--- src/rtl/evm_regs.svh ---
// Register map, field positions, reset values and timing for the monitor.
`ifndef EVM_REGS_SVH
`define EVM_REGS_SVH

`define EVM_ADDR_START    8'hD8
`define EVM_ADDR_ENABLE   8'hEC
`define EVM_ADDR_RESULT   8'hEF
`define EVM_ADDR_DELTA    8'hF3
`define EVM_ADDR_FLAGS    8'hF8
`define EVM_ADDR_INTERVAL 8'hF9

`define EVM_BIT_SINGLE_GO 2
`define EVM_BIT_VCHG 3
`define EVM_BIT_VCHG_EN 3
`define EVM_DELTA_LSB 0
`define EVM_DELTA_W 3
`define EVM_VPER_LSB 4
`define EVM_VPER_W 2

`define EVM_RST_START    8'h00
`define EVM_RST_ENABLE   8'h00
`define EVM_RST_RESULT   8'h00
`define EVM_RST_DELTA    8'h00
`define EVM_RST_FLAGS    8'h00
`define EVM_RST_INTERVAL 8'h00
`define EVM_RDATA_NONE   8'h00

`define EVM_CLK_MHZ 125
`define EVM_BASE_TIME_US 1000
`define EVM_BASE_CYCLES (`EVM_BASE_TIME_US * `EVM_CLK_MHZ)

`endif

--- src/rtl/evm_pkg.sv ---
// Types shared by the external voltage monitor files.
package evm_pkg;

  typedef enum logic [1:0] {
    EVM_PWR_FULL = 2'b00,
    EVM_PWR_BATTERY = 2'b01,
    EVM_PWR_SLEEP = 2'b10
  } evm_pwr_t;

  typedef enum logic [1:0] {
    EVM_ST_IDLE = 2'b00,
    EVM_ST_CONV = 2'b01,
    EVM_ST_EVAL = 2'b10
  } evm_state_t;

  typedef struct packed {
    logic wr;
    logic rd;
    logic [7:0] addr;
    logic [7:0] wdata;
  } evm_sfr_req_t;

  typedef struct packed {
    logic done;
    logic [7:0] data;
  } evm_conv_t;

endpackage

--- src/rtl/evm_interval_timer.sv ---
// Background conversion interval timer.
`timescale 1ns/1ps
module evm_interval_timer #(
  parameter int BASE_CYCLES = 125000,
  parameter int CODE_W = 2
) (
  input wire logic i_clk_sys,
  input wire logic i_rst,
  input wire logic i_run,
  input wire logic [CODE_W-1:0] i_code,
  output logic o_tick
);
  localparam int CNT_W = $clog2(BASE_CYCLES << ((1 << CODE_W) - 1)) + 1;

  logic [CNT_W-1:0] count;
  logic [CNT_W-1:0] limit;

  // Each code step doubles the interval; code zero means stopped.
  always_comb begin
    limit = CNT_W'(BASE_CYCLES) << (i_code - CODE_W'(1));
  end

  always_ff @(posedge i_clk_sys) begin
    if (i_rst || !i_run || i_code == '0) begin
      count <= '0;
      o_tick <= 1'b0;
    end else if (count >= limit - CNT_W'(1)) begin
      count <= '0;
      o_tick <= 1'b1;
    end else begin
      count <= count + CNT_W'(1);
      o_tick <= 1'b0;
    end
  end
endmodule // evm_interval_timer

--- src/rtl/evm_ctrl.sv ---
// External voltage ADC control: start logic, delta compare and registers.
`timescale 1ns/1ps
`include "evm_regs.svh"
module evm_ctrl #(
  parameter int BASE_CYCLES = `EVM_BASE_CYCLES
) (
  input wire logic i_clk_sys,
  input wire logic i_rst,
  input wire evm_pkg::evm_sfr_req_t i_sfr,
  input wire evm_pkg::evm_pwr_t i_power_mode,
  input wire evm_pkg::evm_conv_t i_conv,
  output logic [7:0] o_sfr_rdata,
  output logic o_sfr_hit,
  output logic o_conv_start,
  output logic o_adc_irq,
  output logic o_psm_irq
);

  evm_pkg::evm_state_t state;
  evm_pkg::evm_state_t next_state;

  logic [7:0] adc_start_control;
  logic [7:0] power_event_enable;
  logic [7:0] ext_voltage_result;
  logic [7:0] change_delta_config;
  logic [7:0] power_event_flags;
  logic [7:0] background_interval_config;

  logic [7:0] reference;
  logic [7:0] sample;
  logic from_single;
  logic bg_pending;
  logic bg_tick;
  logic bg_allowed;
  logic single_allowed;
  logic launch_single;
  logic launch_bg;
  logic big_change;
  logic single_done;
  logic change_hit;
  logic [`EVM_VPER_W-1:0] voltage_background_interval;
  logic [`EVM_DELTA_W-1:0] voltage_change_delta;

  function automatic logic [7:0] abs_diff(input logic [7:0] a,
                                          input logic [7:0] b);
    abs_diff = (a >= b) ? (a - b) : (b - a);
  endfunction

  function automatic logic sfr_write(input evm_pkg::evm_sfr_req_t req,
                                     input logic [7:0] addr);
    sfr_write = req.wr && (req.addr == addr);
  endfunction

  assign voltage_background_interval =
    background_interval_config[`EVM_VPER_LSB +: `EVM_VPER_W];
  assign voltage_change_delta =
    change_delta_config[`EVM_DELTA_LSB +: `EVM_DELTA_W];

  // Mode gating.
  // Full power permits both kinds of conversion.
  // Mode gating.
  // Battery operation never runs the background timer.
  // Mode gating.
  // Sleep has no processor, so a set start bit waits for wake-up.
  // The unused mode code 11 permits neither kind of conversion, so a
  // glitch on the mode bus can never start the converter.
  always_comb begin
    single_allowed = (i_power_mode == evm_pkg::EVM_PWR_FULL) ||
                     (i_power_mode == evm_pkg::EVM_PWR_BATTERY);
    bg_allowed = (i_power_mode == evm_pkg::EVM_PWR_FULL) ||
                 (i_power_mode == evm_pkg::EVM_PWR_SLEEP);
  end

  // Background off.
  // The interval field resets to zero, which stops the timer.
  // Interval timer.
  evm_interval_timer #(
    .BASE_CYCLES(BASE_CYCLES),
    .CODE_W(`EVM_VPER_W)
  ) u_timer (
    .i_clk_sys(i_clk_sys),
    .i_rst(i_rst),
    .i_run(bg_allowed),
    .i_code(voltage_background_interval),
    .o_tick(bg_tick)
  );

  // A tick that lands while a conversion runs is held, not dropped, so
  // a long single conversion cannot starve the background schedule.
  always_ff @(posedge i_clk_sys) begin
    if (i_rst) begin
      bg_pending <= 1'b0;
    end else if (bg_tick) begin
      bg_pending <= 1'b1;
    end else if (launch_bg || !bg_allowed ||
                 voltage_background_interval == '0) begin
      bg_pending <= 1'b0;
    end
  end

  // Start request.
  // Single conversions take priority over a waiting background one.
  // Both launches need the idle state, so the converter never sees a
  // second start before it has answered the first.
  always_comb begin
    launch_single = (state == evm_pkg::EVM_ST_IDLE) && single_allowed &&
                    adc_start_control[`EVM_BIT_SINGLE_GO];
    launch_bg = (state == evm_pkg::EVM_ST_IDLE) && !launch_single &&
                bg_pending && bg_allowed;
  end

  always_comb begin
    next_state = state;
    unique case (state)
      evm_pkg::EVM_ST_IDLE: begin
        if (launch_single || launch_bg) begin
          next_state = evm_pkg::EVM_ST_CONV;
        end
      end
      evm_pkg::EVM_ST_CONV: begin
        if (i_conv.done) begin
          next_state = evm_pkg::EVM_ST_EVAL;
        end
      end
      evm_pkg::EVM_ST_EVAL: begin
        next_state = evm_pkg::EVM_ST_IDLE;
      end
      default: begin
        next_state = evm_pkg::EVM_ST_IDLE;
      end
    endcase
  end

  always_ff @(posedge i_clk_sys) begin
    if (i_rst) begin
      state <= evm_pkg::EVM_ST_IDLE;
    end else begin
      state <= next_state;
    end
  end

  always_ff @(posedge i_clk_sys) begin
    if (i_rst) begin
      o_conv_start <= 1'b0;
      from_single <= 1'b0;
    end else begin
      o_conv_start <= launch_single || launch_bg;
      if (launch_single || launch_bg) begin
        from_single <= launch_single;
      end
    end
  end

  // Done strobes outside a conversion are ignored, so a stray pulse from
  // the converter cannot disturb the held sample.
  always_ff @(posedge i_clk_sys) begin
    if (i_rst) begin
      sample <= 8'h00;
    end else if (state == evm_pkg::EVM_ST_CONV && i_conv.done) begin
      sample <= i_conv.data;
    end
  end

  always_comb begin
    big_change = abs_diff(sample, reference) >
                 {{(8 - `EVM_DELTA_W){1'b0}}, voltage_change_delta};
    single_done = (state == evm_pkg::EVM_ST_EVAL) && from_single;
    change_hit = (state == evm_pkg::EVM_ST_EVAL) && !from_single &&
                 big_change;
  end

  // New reference.
  // The reference starts at zero, so software should run one single
  // conversion before it enables the background schedule.
  always_ff @(posedge i_clk_sys) begin
    if (i_rst) begin
      ext_voltage_result <= `EVM_RST_RESULT;
      reference <= `EVM_RST_RESULT;
    end else if (single_done || change_hit) begin
      ext_voltage_result <= sample;
      reference <= sample;
    end
  end

  // No pending bit.
  // The pulse rises on the same edge that loads the result, so the
  // interrupt service always finds the new value.
  always_ff @(posedge i_clk_sys) begin
    if (i_rst) begin
      o_adc_irq <= 1'b0;
    end else begin
      o_adc_irq <= single_done || change_hit;
    end
  end

  // Self-clearing start.
  // The clear happens in the evaluation state and is skipped when software
  // writes the register in the same cycle, so it cannot swallow a new request.
  always_ff @(posedge i_clk_sys) begin
    if (i_rst) begin
      adc_start_control <= `EVM_RST_START;
    end else begin
      if (sfr_write(i_sfr, `EVM_ADDR_START)) begin
        adc_start_control <= i_sfr.wdata;
      end
      if (single_done && !sfr_write(i_sfr, `EVM_ADDR_START)) begin
        adc_start_control[`EVM_BIT_SINGLE_GO] <= 1'b0;
      end
    end
  end

  // Change flag.
  // Hardware set wins over a software clear in the same cycle.
  always_ff @(posedge i_clk_sys) begin
    if (i_rst) begin
      power_event_flags <= `EVM_RST_FLAGS;
    end else begin
      if (sfr_write(i_sfr, `EVM_ADDR_FLAGS)) begin
        power_event_flags <= i_sfr.wdata;
      end
      if (change_hit) begin
        power_event_flags[`EVM_BIT_VCHG] <= 1'b1;
      end
    end
  end

  always_ff @(posedge i_clk_sys) begin
    if (i_rst) begin
      power_event_enable <= `EVM_RST_ENABLE;
      change_delta_config <= `EVM_RST_DELTA;
      background_interval_config <= `EVM_RST_INTERVAL;
    end else begin
      if (sfr_write(i_sfr, `EVM_ADDR_ENABLE)) begin
        power_event_enable <= i_sfr.wdata;
      end
      if (sfr_write(i_sfr, `EVM_ADDR_DELTA)) begin
        change_delta_config <= i_sfr.wdata;
      end
      if (sfr_write(i_sfr, `EVM_ADDR_INTERVAL)) begin
        background_interval_config <= i_sfr.wdata;
      end
    end
  end

  // Power interrupt gate.
  // The interrupt is a level that follows the flag, so it stays up until
  // software clears the flag or the enable.
  always_ff @(posedge i_clk_sys) begin
    if (i_rst) begin
      o_psm_irq <= 1'b0;
    end else begin
      o_psm_irq <= power_event_flags[`EVM_BIT_VCHG] &&
                   power_event_enable[`EVM_BIT_VCHG_EN];
    end
  end

  // Reads return one cycle after the strobe; unmapped addresses read zero
  // with the hit flag low so a shared register space can merge answers.
  always_ff @(posedge i_clk_sys) begin
    if (i_rst) begin
      o_sfr_rdata <= `EVM_RDATA_NONE;
      o_sfr_hit <= 1'b0;
    end else begin
      o_sfr_hit <= 1'b0;
      o_sfr_rdata <= `EVM_RDATA_NONE;
      if (i_sfr.rd) begin
        o_sfr_hit <= 1'b1;
        unique case (i_sfr.addr)
          `EVM_ADDR_START: o_sfr_rdata <= adc_start_control;
          `EVM_ADDR_ENABLE: o_sfr_rdata <= power_event_enable;
          `EVM_ADDR_RESULT: o_sfr_rdata <= ext_voltage_result;
          `EVM_ADDR_DELTA: o_sfr_rdata <= change_delta_config;
          `EVM_ADDR_FLAGS: o_sfr_rdata <= power_event_flags;
          `EVM_ADDR_INTERVAL: o_sfr_rdata <= background_interval_config;
          default: o_sfr_hit <= 1'b0;
        endcase
      end
    end
  end

endmodule // evm_ctrl

--- config.mk ---
export PLATFORM = sky130hd
export DESIGN_NAME = evm_ctrl
export DESIGN_NICKNAME = d
export VERILOG_FILES = /design/src/rtl/evm_pkg.sv /design/src/rtl/evm_interval_timer.sv /design/src/rtl/evm_ctrl.sv
export VERILOG_INCLUDE_DIRS = /design/src /design/src/rtl
export SDC_FILE = /design/constraint.sdc
export NUM_CORES = 1
export LEC_CHECK = 0
export BUFFER_PORTS_ARGS = -buffer_cell sky130_fd_sc_hd__buf_2
export CORE_UTILIZATION = 39
export DETAILED_ROUTE_END_ITERATION = 8
export PLACE_DENSITY = 0.54
export SKIP_LAST_GASP = 1
export SLEW_MARGIN = 40
export SYNTH_ARGS = -nofsm -noshare
export SYNTH_HDL_FRONTEND = slang
export SYNTH_HIERARCHICAL = 1
export SYNTH_SLANG_ARGS = --single-unit
--- constraint.sdc ---
create_clock -name i_clk_sys -period 3.23 [get_ports i_clk_sys]
set_clock_uncertainty 0.05 [all_clocks]
set_input_delay 0.646 -clock i_clk_sys [delete_from_list [all_inputs] [get_ports i_clk_sys]]
set_output_delay 0.646 -clock i_clk_sys [all_outputs]
set_load 0.01 [all_outputs]
# After elaboration in Yosys (flattened, before gate mapping)
# Cells that the tools add are included.
# totals
regBits,94
inputBits,31
output_inout_bits,12
# op_classes
add_sub_neg,5
order_cmp,3
n_eq_ne,12
n_shift,1
muxes,11
bitwise,1
reduce_logical,38
# op_table
op,n
$eq A8 B8 Y1 const B,6
$pmux W8 S6,1
$add A21 B1 Y21 const B,1
$ge A21 B21 Y1,1
$shl A17 B2 Y21 const A,1
$sub A21 B1 Y21 const B,1
$logic_and A1 B1 Y1,16
$sub A8 B8 Y8,2
$ge A8 B8 Y1,1
$gt A8 B3 Y1,1
$logic_or A1 B1 Y1,8
$mux W8,1
$logic_not A2 Y1,3
$reduce_or A2 Y1,3
$reduce_or A6 Y1,1
$mux W1,5
$eq A2 B1 Y1 const B,2
$eq A2 B2 Y1 const B,2
$logic_not A1 Y1,4
$mux W2,2
$mux W4,1
$pmux W2 S2,1
$reduce_bool A2 Y1,2
$ne A2 B1 Y1 const B,1
4 further kinds,4

# Depth between registers and ports, before layout
# Gate-level depths: netlist of run 1.
# depth
word_depth,12
mapped_depth,17
depth_no_buf,16

# Cells and area by module
# The synthesis of run 1 kept the hierarchy.
# modules_own_cells
mod,n_inst,cells_each,area_each_um2,seq_area_each_um2
evm_ctrl,1,457,3812.4,1441.4
evm_interval_timer,1,168,1475.2,440.4

# Least setup slack after synthesis of run 1
# Ideal clock, no wire load.
# synth_path
path_kind,register -> register
startpoint,reg reference[5]
endpoint,reg o_adc_irq
setup_ps,127
t_arrival_ps,3098
slack_ps,-46
path_stages_with_launch,17
path_buffers,2
period_less_slack_ps,3276
cell_sequence,dfxtp_1 > inv_1 > ha_1 > buf_6 > a21o_1 > a21o_1 > a211oi_4 > mux2_2 > ha_1 > nor2b_1 > o21ai_0 > a32oi_1 > a21oi_1 > nand3_1 > and3_1 > buf_6 > nor2b_1
# synth_via
elab_chain_cells,5
# synth_rtl
item,line_no,source
from (decl),evm_ctrl.sv:29,logic [7:0] reference;
from (signal assigned),evm_ctrl.sv:178,reference <= `EVM_RST_RESULT;
from (signal assigned),evm_ctrl.sv:181,reference <= sample;
$sub A8 B8 Y8 or $ge A8 B8 Y1 (tied branches),evm_ctrl.sv:46,abs_diff = (a >= b) ? (a - b) : (b - a);
$mux W8 *,evm_ctrl.sv:46,
$gt A8 B3 Y1 *,evm_ctrl.sv:165,"big_change = abs_diff(sample, reference) >"
$logic_and A1 B1 Y1 *,evm_ctrl.sv:168,change_hit = (state == evm_pkg::EVM_ST_EVAL) && !from_single &&
$logic_or A1 B1 Y1 *,evm_ctrl.sv:192,o_adc_irq <= single_done || change_hit;
to (signal assigned),evm_ctrl.sv:192,
to (decl),evm_ctrl.sv:15,"output logic o_adc_irq,"
# Every way passes the cells marked *; elsewhere a longest branch is shown, timed or not.
# A chain may end at the register's enable or synchronous reset.

# Worst setup path after layout of run 1
# layout_path
startpoint,reg sample[0]
endpoint,reg reference[4]
# layout_via
elab_chain_cells,5
# layout_rtl
item,line_no,source
from (decl),evm_ctrl.sv:30,logic [7:0] sample;
from (signal assigned),evm_ctrl.sv:160,sample <= i_conv.data;
$sub A8 B8 Y8 or $ge A8 B8 Y1 (tied branches),evm_ctrl.sv:46,
$mux W8 *,evm_ctrl.sv:46,
$gt A8 B3 Y1 *,evm_ctrl.sv:165,
$logic_and A1 B1 Y1 *,evm_ctrl.sv:168,
$logic_or A1 B1 Y1 *,evm_ctrl.sv:179,end else if (single_done || change_hit) begin
# Marked as above.

==> results_dict.tcl, run 1 <==
set metrics [dict create \
    ys_types 56 \
    seqCellArea_um2 1890 \
    syn_to_final_growth_pct 19.5 \
    fin_crit_ps 3300 \
    synth_common_cells "dfxtp_1 (94), nand2_1 (77), nor2_1 (64)" \
    yosysTopAreaCell "dfxtp_1" \
    worstHoldPathType "register to register" \
    firstDrtPassIters 4 \
    cp-end-kind "register" \
    synthTopCellsByArea "dfxtp_1 (36%), ha_1 (10%), mux2i_1 (6.2%)" \
    synth-edff-count 0 \
    met2_usage_pct 30.6 \
    antenna_cells 0 \
    track_usage_pct 20.0 \
    avgViaCountPerCell 5.28 \
    core_area_um2 13200 \
    synth_seq_area_share_pct 35.6 \
    slowest_stage "fa_2" \
    hpwl_um 10200 \
    setup_viol 8 \
    layout-drive-gt1-share_pct 18.2 \
    clk_pin_slew_ps 60 \
    finalSetupTns_ps -325 \
    rows 42 \
    finalMaxSlewViolations 0 \
    grt_overflow 0 \
    fillCellCount 1328 \
    async_flop_share_pct 0 \
    grt_antenna_before_repair 0 \
    violations "setup timing" \
    cp.required_ps 3450 \
    grtUsageMet1_pct 28.3 \
    setup_slack_ps -66.6 \
    io_buffers 42 \
    hold_violations 0 \
    die_w_um 118 \
    cp_top_family "adder cells" \
    grt_max_degree 63 \
    cts_tree "built" \
    crit_arrival_ps 3510 \
    worst_slew_pin_slew_ps 598 \
    multiInputGateArea_um2 3200 \
    cts_hold_buf 0 \
    ys_warn_count 6 \
    htree_levels 3 \
    place_congestion 0.853 \
    clock_path_buffers 2 \
    status "finished, violations left" \
    largest_register_ffs 21 \
    reg2reg_slack_ps -70 \
    die_h_um 118 \
    syn_inst 625 \
    met3_usage_pct 3.52 \
    numCtsBuffers 9 \
    busiest_layer "met2" \
    clkSinkCount 94 \
    start_util_pct 39.9 \
    vias 4618 \
    synth_top_flop_cell "dfxtp_1" \
    grt_pass1_vias 4279 \
    fmax_ghz 0.303 \
    drc 0 \
    drtIter0Drc 280 \
    synth.most_common_cell "dfxtp_1" \
    cp_max_fo 8 \
    pin_count 43 \
    syn_area_per_cell_um2 8.46 \
    static-leakage-power_nw 2.37 \
    synth_top_area_share_pct 35.6 \
    critPathLaunchType "register" \
    max-cap-violations 0 \
    routedWlPerCell_um 15.6 \
    crit_type "register to register" \
    ys_seq_elements 94 \
    ant_nets 0 \
    syn_area_um2 5290 \
    die_area_um2 14000 \
    grt_pass1_wl_um 22100 \
    slew_headroom_pct 60.0 \
    path_cells "inv_2 > ha_4 > inv_2 > fa_2 > nand3_4 > a31oi_4 > a211oi_4 > buf_4 > mux2i_1 > xnor2_1 > ha_1 > o21ai_1 > a32oi_2 > a21oi_2 > nand3_1 > and3_4 > buf_12 > mux2i_1" \
    p_total_w 0.00236 \
    critPathMaxStageDelay_ps 410 \
    rsz0062_at_grt "true" \
    top_register "u_timer/count" \
    nets 771 \
    power.density_nw_per_um2 373 \
    fin_crit_sh_pct 102 \
    root_buffer "clkbuf_16" \
    crit_buf_inv 4 \
    vdd_drop_max_uv 312 \
    clkLatencyLatePin_ps 340 \
    totalWireLength_um 13600 \
]
## cells by family after synthesis
group	after synthesis	synth area share (%)
buf+inv	67	5.63
xor+xnor	24	3.98
fa+ha+maj	46	11.2
flops	94	35.6
simple gates	237	21.4
mux	34	6.46
compound gates	122	15.7
other cells	1	0.0709
## metal layers
layer  vias to the layer above  part of all wire [%]
met5                         -                     0
met4                         0                   1.6
met3                        15                   3.4
met2                        96                    44
met1                      2199                    51
li1                       2308                     -
## cells in the final DEF (no fill, tap or decap), types with 3 or more instances in the layout
master     instances
dfxtp_1           91
nand2_1           77
nor2_1            64
a21oi_1           43
buf_4             43
ha_1              42
buf_2             42
inv_1             35
mux2i_1           33
nand3_1           22
nand2b_1          18
a22o_1            16
xnor2_1           15
nand4_1           14
a31oi_1           12
a22oi_1           10
xor2_1             9
clkbuf_16          9
nor3_1             8
o21a_1             6
and3_1             6
nor2b_1            5
o21ai_0            5
nand3b_1           3
a211oi_1           3
nor4_1             3
a21o_1             3
dfxtp_2            3
## through the flow
step	hold WS (ps)	util (%)	setup WS, ps	area, um2	cells
6_report	395	47.7	-66.6	6320	874
5_1_grt	420	47.7	-249	6320	874
4_1_cts	401	47.2	13.9	6250	872
3_5_place_dp	385	44.8	-150	5930	856
3_3_place_gp	378	44.8	-53.3	5930	856
2_1_floorplan	366	-	12.6	5310	626
## worst reg2reg max path, cell delays in order, from the launching register on
cell,delay [ps]
dfxtp_2,320
inv_2,60
ha_4,130
inv_2,40
fa_2,410
nand3_4,90
a31oi_4,90
a211oi_4,290
buf_4,170
mux2i_1,200
xnor2_1,100
ha_1,310
o21ai_1,80
a32oi_2,210
a21oi_2,60
nand3_1,80
and3_4,200
buf_12,130
mux2i_1,200
## final timing paths
path	startpoint	endpoint	depth (start not counted)
setup / recovery	sample[0]$_SDFFE_PP0P_	reference[4]$_SDFFE_PP0P_	18
hold / removal	u_timer/o_tick$_SDFF_PP0_	bg_pending$_SDFFE_PP0P_	2
hold reg to reg	u_timer/o_tick$_SDFF_PP0_	bg_pending$_SDFFE_PP0P_	2
setup reg to reg	sample[0]$_SDFFE_PP0P_	reference[4]$_SDFFE_PP0P_	18
## final cells by class
type	count	share of cell area, %
Clock buffer	11	3.68
Clock inverter	4	1.15
Inverter	37	2.20
Multi-Input combinational cell	465	50.6
Sequential cell	94	29.8
Tap cell	176	3.48
Timing Repair Buffer	87	9.07
## report_power, final
| part | internal (W) | switching, W | leakage [nW] |
|---|---|---|---|
| Sequential | 0.00116 | 0.000000428 | 0.758 |
| Clock | 0.000674 | 0.000448 | 0.146 |
| Combinational | 0.0000266 | 0.0000491 | 1.47 |
## repair_timing
| action | CTS | global route |
|---|---|---|
| pin swaps | 2 | 8 |
| setup endpoints to repair | 9 | 9 |
| buffers inserted | 1 | 2 |
| resized for setup | 2 | 13 |
Note: power is estimated with default switching activity, not from simulation.
==> inputs of run 2 (changes only) <==
--- a/config.mk
+++ b/config.mk
@@ -7,9 +7,13 @@
 export NUM_CORES = 1
 export LEC_CHECK = 0
 export BUFFER_PORTS_ARGS = -buffer_cell sky130_fd_sc_hd__buf_2
-export CORE_UTILIZATION = 39
+export CELL_PAD_IN_SITES_DETAIL_PLACEMENT = 1
+export CELL_PAD_IN_SITES_GLOBAL_PLACEMENT = 2
+export CORE_ASPECT_RATIO = 0.9
+export CORE_UTILIZATION = 33
 export DETAILED_ROUTE_END_ITERATION = 8
-export PLACE_DENSITY = 0.54
+export PLACE_DENSITY = 0.72
+export REMOVE_ABC_BUFFERS = 1
 export SKIP_LAST_GASP = 1
 export SLEW_MARGIN = 40
 export SYNTH_ARGS = -nofsm -noshare
==> run 2 against run 1 <==
Compared with the run above:
- cell area rose by 2.6%
- register-to-register slack worse by 40 ps
- clock-buffer cell count down 2
- cell count up 3.5%
- global-route usage grew 0.50 points
- sequential share of layout area shrank 0.74 points
- critical path type unchanged
- fmax decreased by 1.3%
- the flow still finishes with violations (setup timing)
- worst setup slack got worse by 45 ps
- largest power group is now clock
- sequential power about the same
- flip-flop and latch count stayed put
- utilization decreased by 6.0 points
==> results_dict.tcl, run 2 (synthesis gave the netlist of run 1 again) <==
set metrics [dict create \
    clock_path_buffers 2 \
    grt_antenna_before_repair 0 \
    cts_hold_buf 0 \
    htree_levels 3 \
    mostFrequentLayoutCells "dfxtp_1 (90), nand2_1 (77), nor2_1 (64)" \
    finalSetupTns_ps -615 \
    fin_area_um2 6490 \
    worst_slew_pin_slew_ps 868 \
    setup_viol 9 \
    largest_register_ffs 21 \
    fin_crit_sh_pct 103 \
    clk_pin_slew_ps 70 \
    cp.required_ps 3450 \
    place_congestion 0.843 \
    grt_pass1_wl_um 25800 \
    pin_count 43 \
    drc 0 \
    grt_pass1_vias 4799 \
    worstHoldPathType "register to register" \
    netSwitchingFraction_pct 22.9 \
    slew_headroom_pct 42.0 \
    cts_tree "built" \
    firstDrtPassIters 4 \
    drtIter0Drc 305 \
    totalWireLength_um 16000 \
    p_comb_share_pct 3.2 \
    cp-end-kind "register" \
    intPower_w 0.00188 \
    place_ws_ps -205 \
    nets 775 \
    avgViaCountPerCell 5.18 \
    root_buffer "clkbuf_16" \
    core_area_um2 15500 \
    routedWlPerCell_um 17.7 \
    hold_violations 0 \
    fmax_ghz 0.299 \
    power_frac_clock_pct 49.3 \
    power.share.sequential_pct 47.5 \
    grt_max_degree 42 \
    die_h_um 122 \
    violations "setup timing" \
    clkSinkCount 94 \
    grt_overflow 0 \
    antenna_cells 0 \
    vdd_drop_max_uv 335 \
    layout_commonest_cell "dfxtp_1" \
    setup_slack_ps -112 \
    fin_crit_ps 3340 \
    clkLatencyLatePin_ps 360 \
    hpwl_um 11700 \
    power.density_nw_per_um2 376 \
    layout-drive-gt1-share_pct 20.1 \
    syn_to_final_growth_pct 22.7 \
    vias 4692 \
    cp_max_fo 5 \
    track_usage_pct 20.5 \
    io_buffers 42 \
    max-cap-violations 0 \
    critPathLaunchType "register" \
    die_area_um2 16500 \
    static-leakage-power_nw 2.49 \
    net-switching-power_w 0.000560 \
    rows 43 \
    crit_arrival_ps 3560 \
    finalMaxSlewViolations 0 \
    numCtsBuffers 9 \
    start_util_pct 34.0 \
    die_w_um 135 \
    ant_nets 0 \
    rsz0062_at_grt "true" \
    top_register "u_timer/count" \
    status "finished, violations left" \
    placed_area_um2 5940 \
    crit_type "register to register" \
]
==> run 2: cell type report <==
cell class / count / area (um2)
clock inverter: 7 / 106
inverter: 37 / 139
fill: 1824 / 9060
multi-input combinational: 466 / 3270
tap: 202 / 253
clock buffer: 9 / 225
sequential: 94 / 1890
timing repair buffer: 90 / 607
==> run 2: critical path, stage by stage (launching register included) <==
cell and delay [ps]:
dfxtp_2 330, inv_2 60, ha_4 130, inv_2 40, fa_2 370, nand3_4 90, a31oi_4 90, a211oi_4 270
buf_6 140, mux2i_2 230, xnor2_1 90, ha_1 330, o21ai_2 70, a32oi_2 230, a21oi_2 60, nand3_1 90
and3_4 250, buf_12 140, mux2i_1 190
==> run 2: repair_timing <==
| action | CTS | global route |
|---|---|---|
| setup endpoints to repair | 10 | 31 |
| gates cloned | 1 | 1 |
| endpoints found under the hold margin | 0 | 0 |
| buffers inserted | 4 | 2 |
| pin swaps | 7 | 11 |
| gates resized for setup | 20 | 11 |
==> run 2: metal layers <==
metal | track usage (%) | part of all wire [%] | vias up
met2 | 33.1 | 46 | 74
met3 | 3.54 | 2.5 | 19
li1 | - | - | 2325
met5 | 0 | 0 | -
met1 | 27.6 | 50 | 2274
met4 | 6.18 | 1.6 | 0
==> run 2: per-stage QoR <==
stage / util [%] / hold WS (ps) / cells / total power (W)
detailed placement: 38.2 / 397 / 883 / 0.00127
floorplan: - / 366 / 596 / 0.00121
finish: 41.7 / 406 / 905 / 0.00244
CTS: 41.3 / 408 / 904 / 0.00248
global route: 41.7 / 435 / 905 / 0.00253
global placement: 38.2 / 376 / 883 / 0.00126
==> run 2: worst paths after layout <==
| kind | slack [ps] | from | cells after the start | to |
|---|---|---|---|---|
| worst max-delay path | -110 | sample[0]$_SDFFE_PP0P_ | 18 | reference[1]$_SDFFE_PP0P_ |
| worst min-delay path | 410 | power_event_flags[0]$_SDFFE_PP0P_ | 2 | power_event_flags[0]$_SDFFE_PP0P_ |
| worst max register to register | -110 | sample[0]$_SDFFE_PP0P_ | 18 | reference[1]$_SDFFE_PP0P_ |
| worst min register to register | 410 | power_event_flags[0]$_SDFFE_PP0P_ | 2 | power_event_flags[0]$_SDFFE_PP0P_ |
==> run 2: power by group through the flow <==
stage	clock, W	sequential, W	combinational, W
floorplan	0	0.00119	0.0000196
global placement	0	0.00119	0.0000764
detailed placement	0	0.00119	0.0000789
CTS	0.00125	0.00116	0.0000790
global route	0.00129	0.00116	0.0000864
finish	0.00120	0.00116	0.0000780
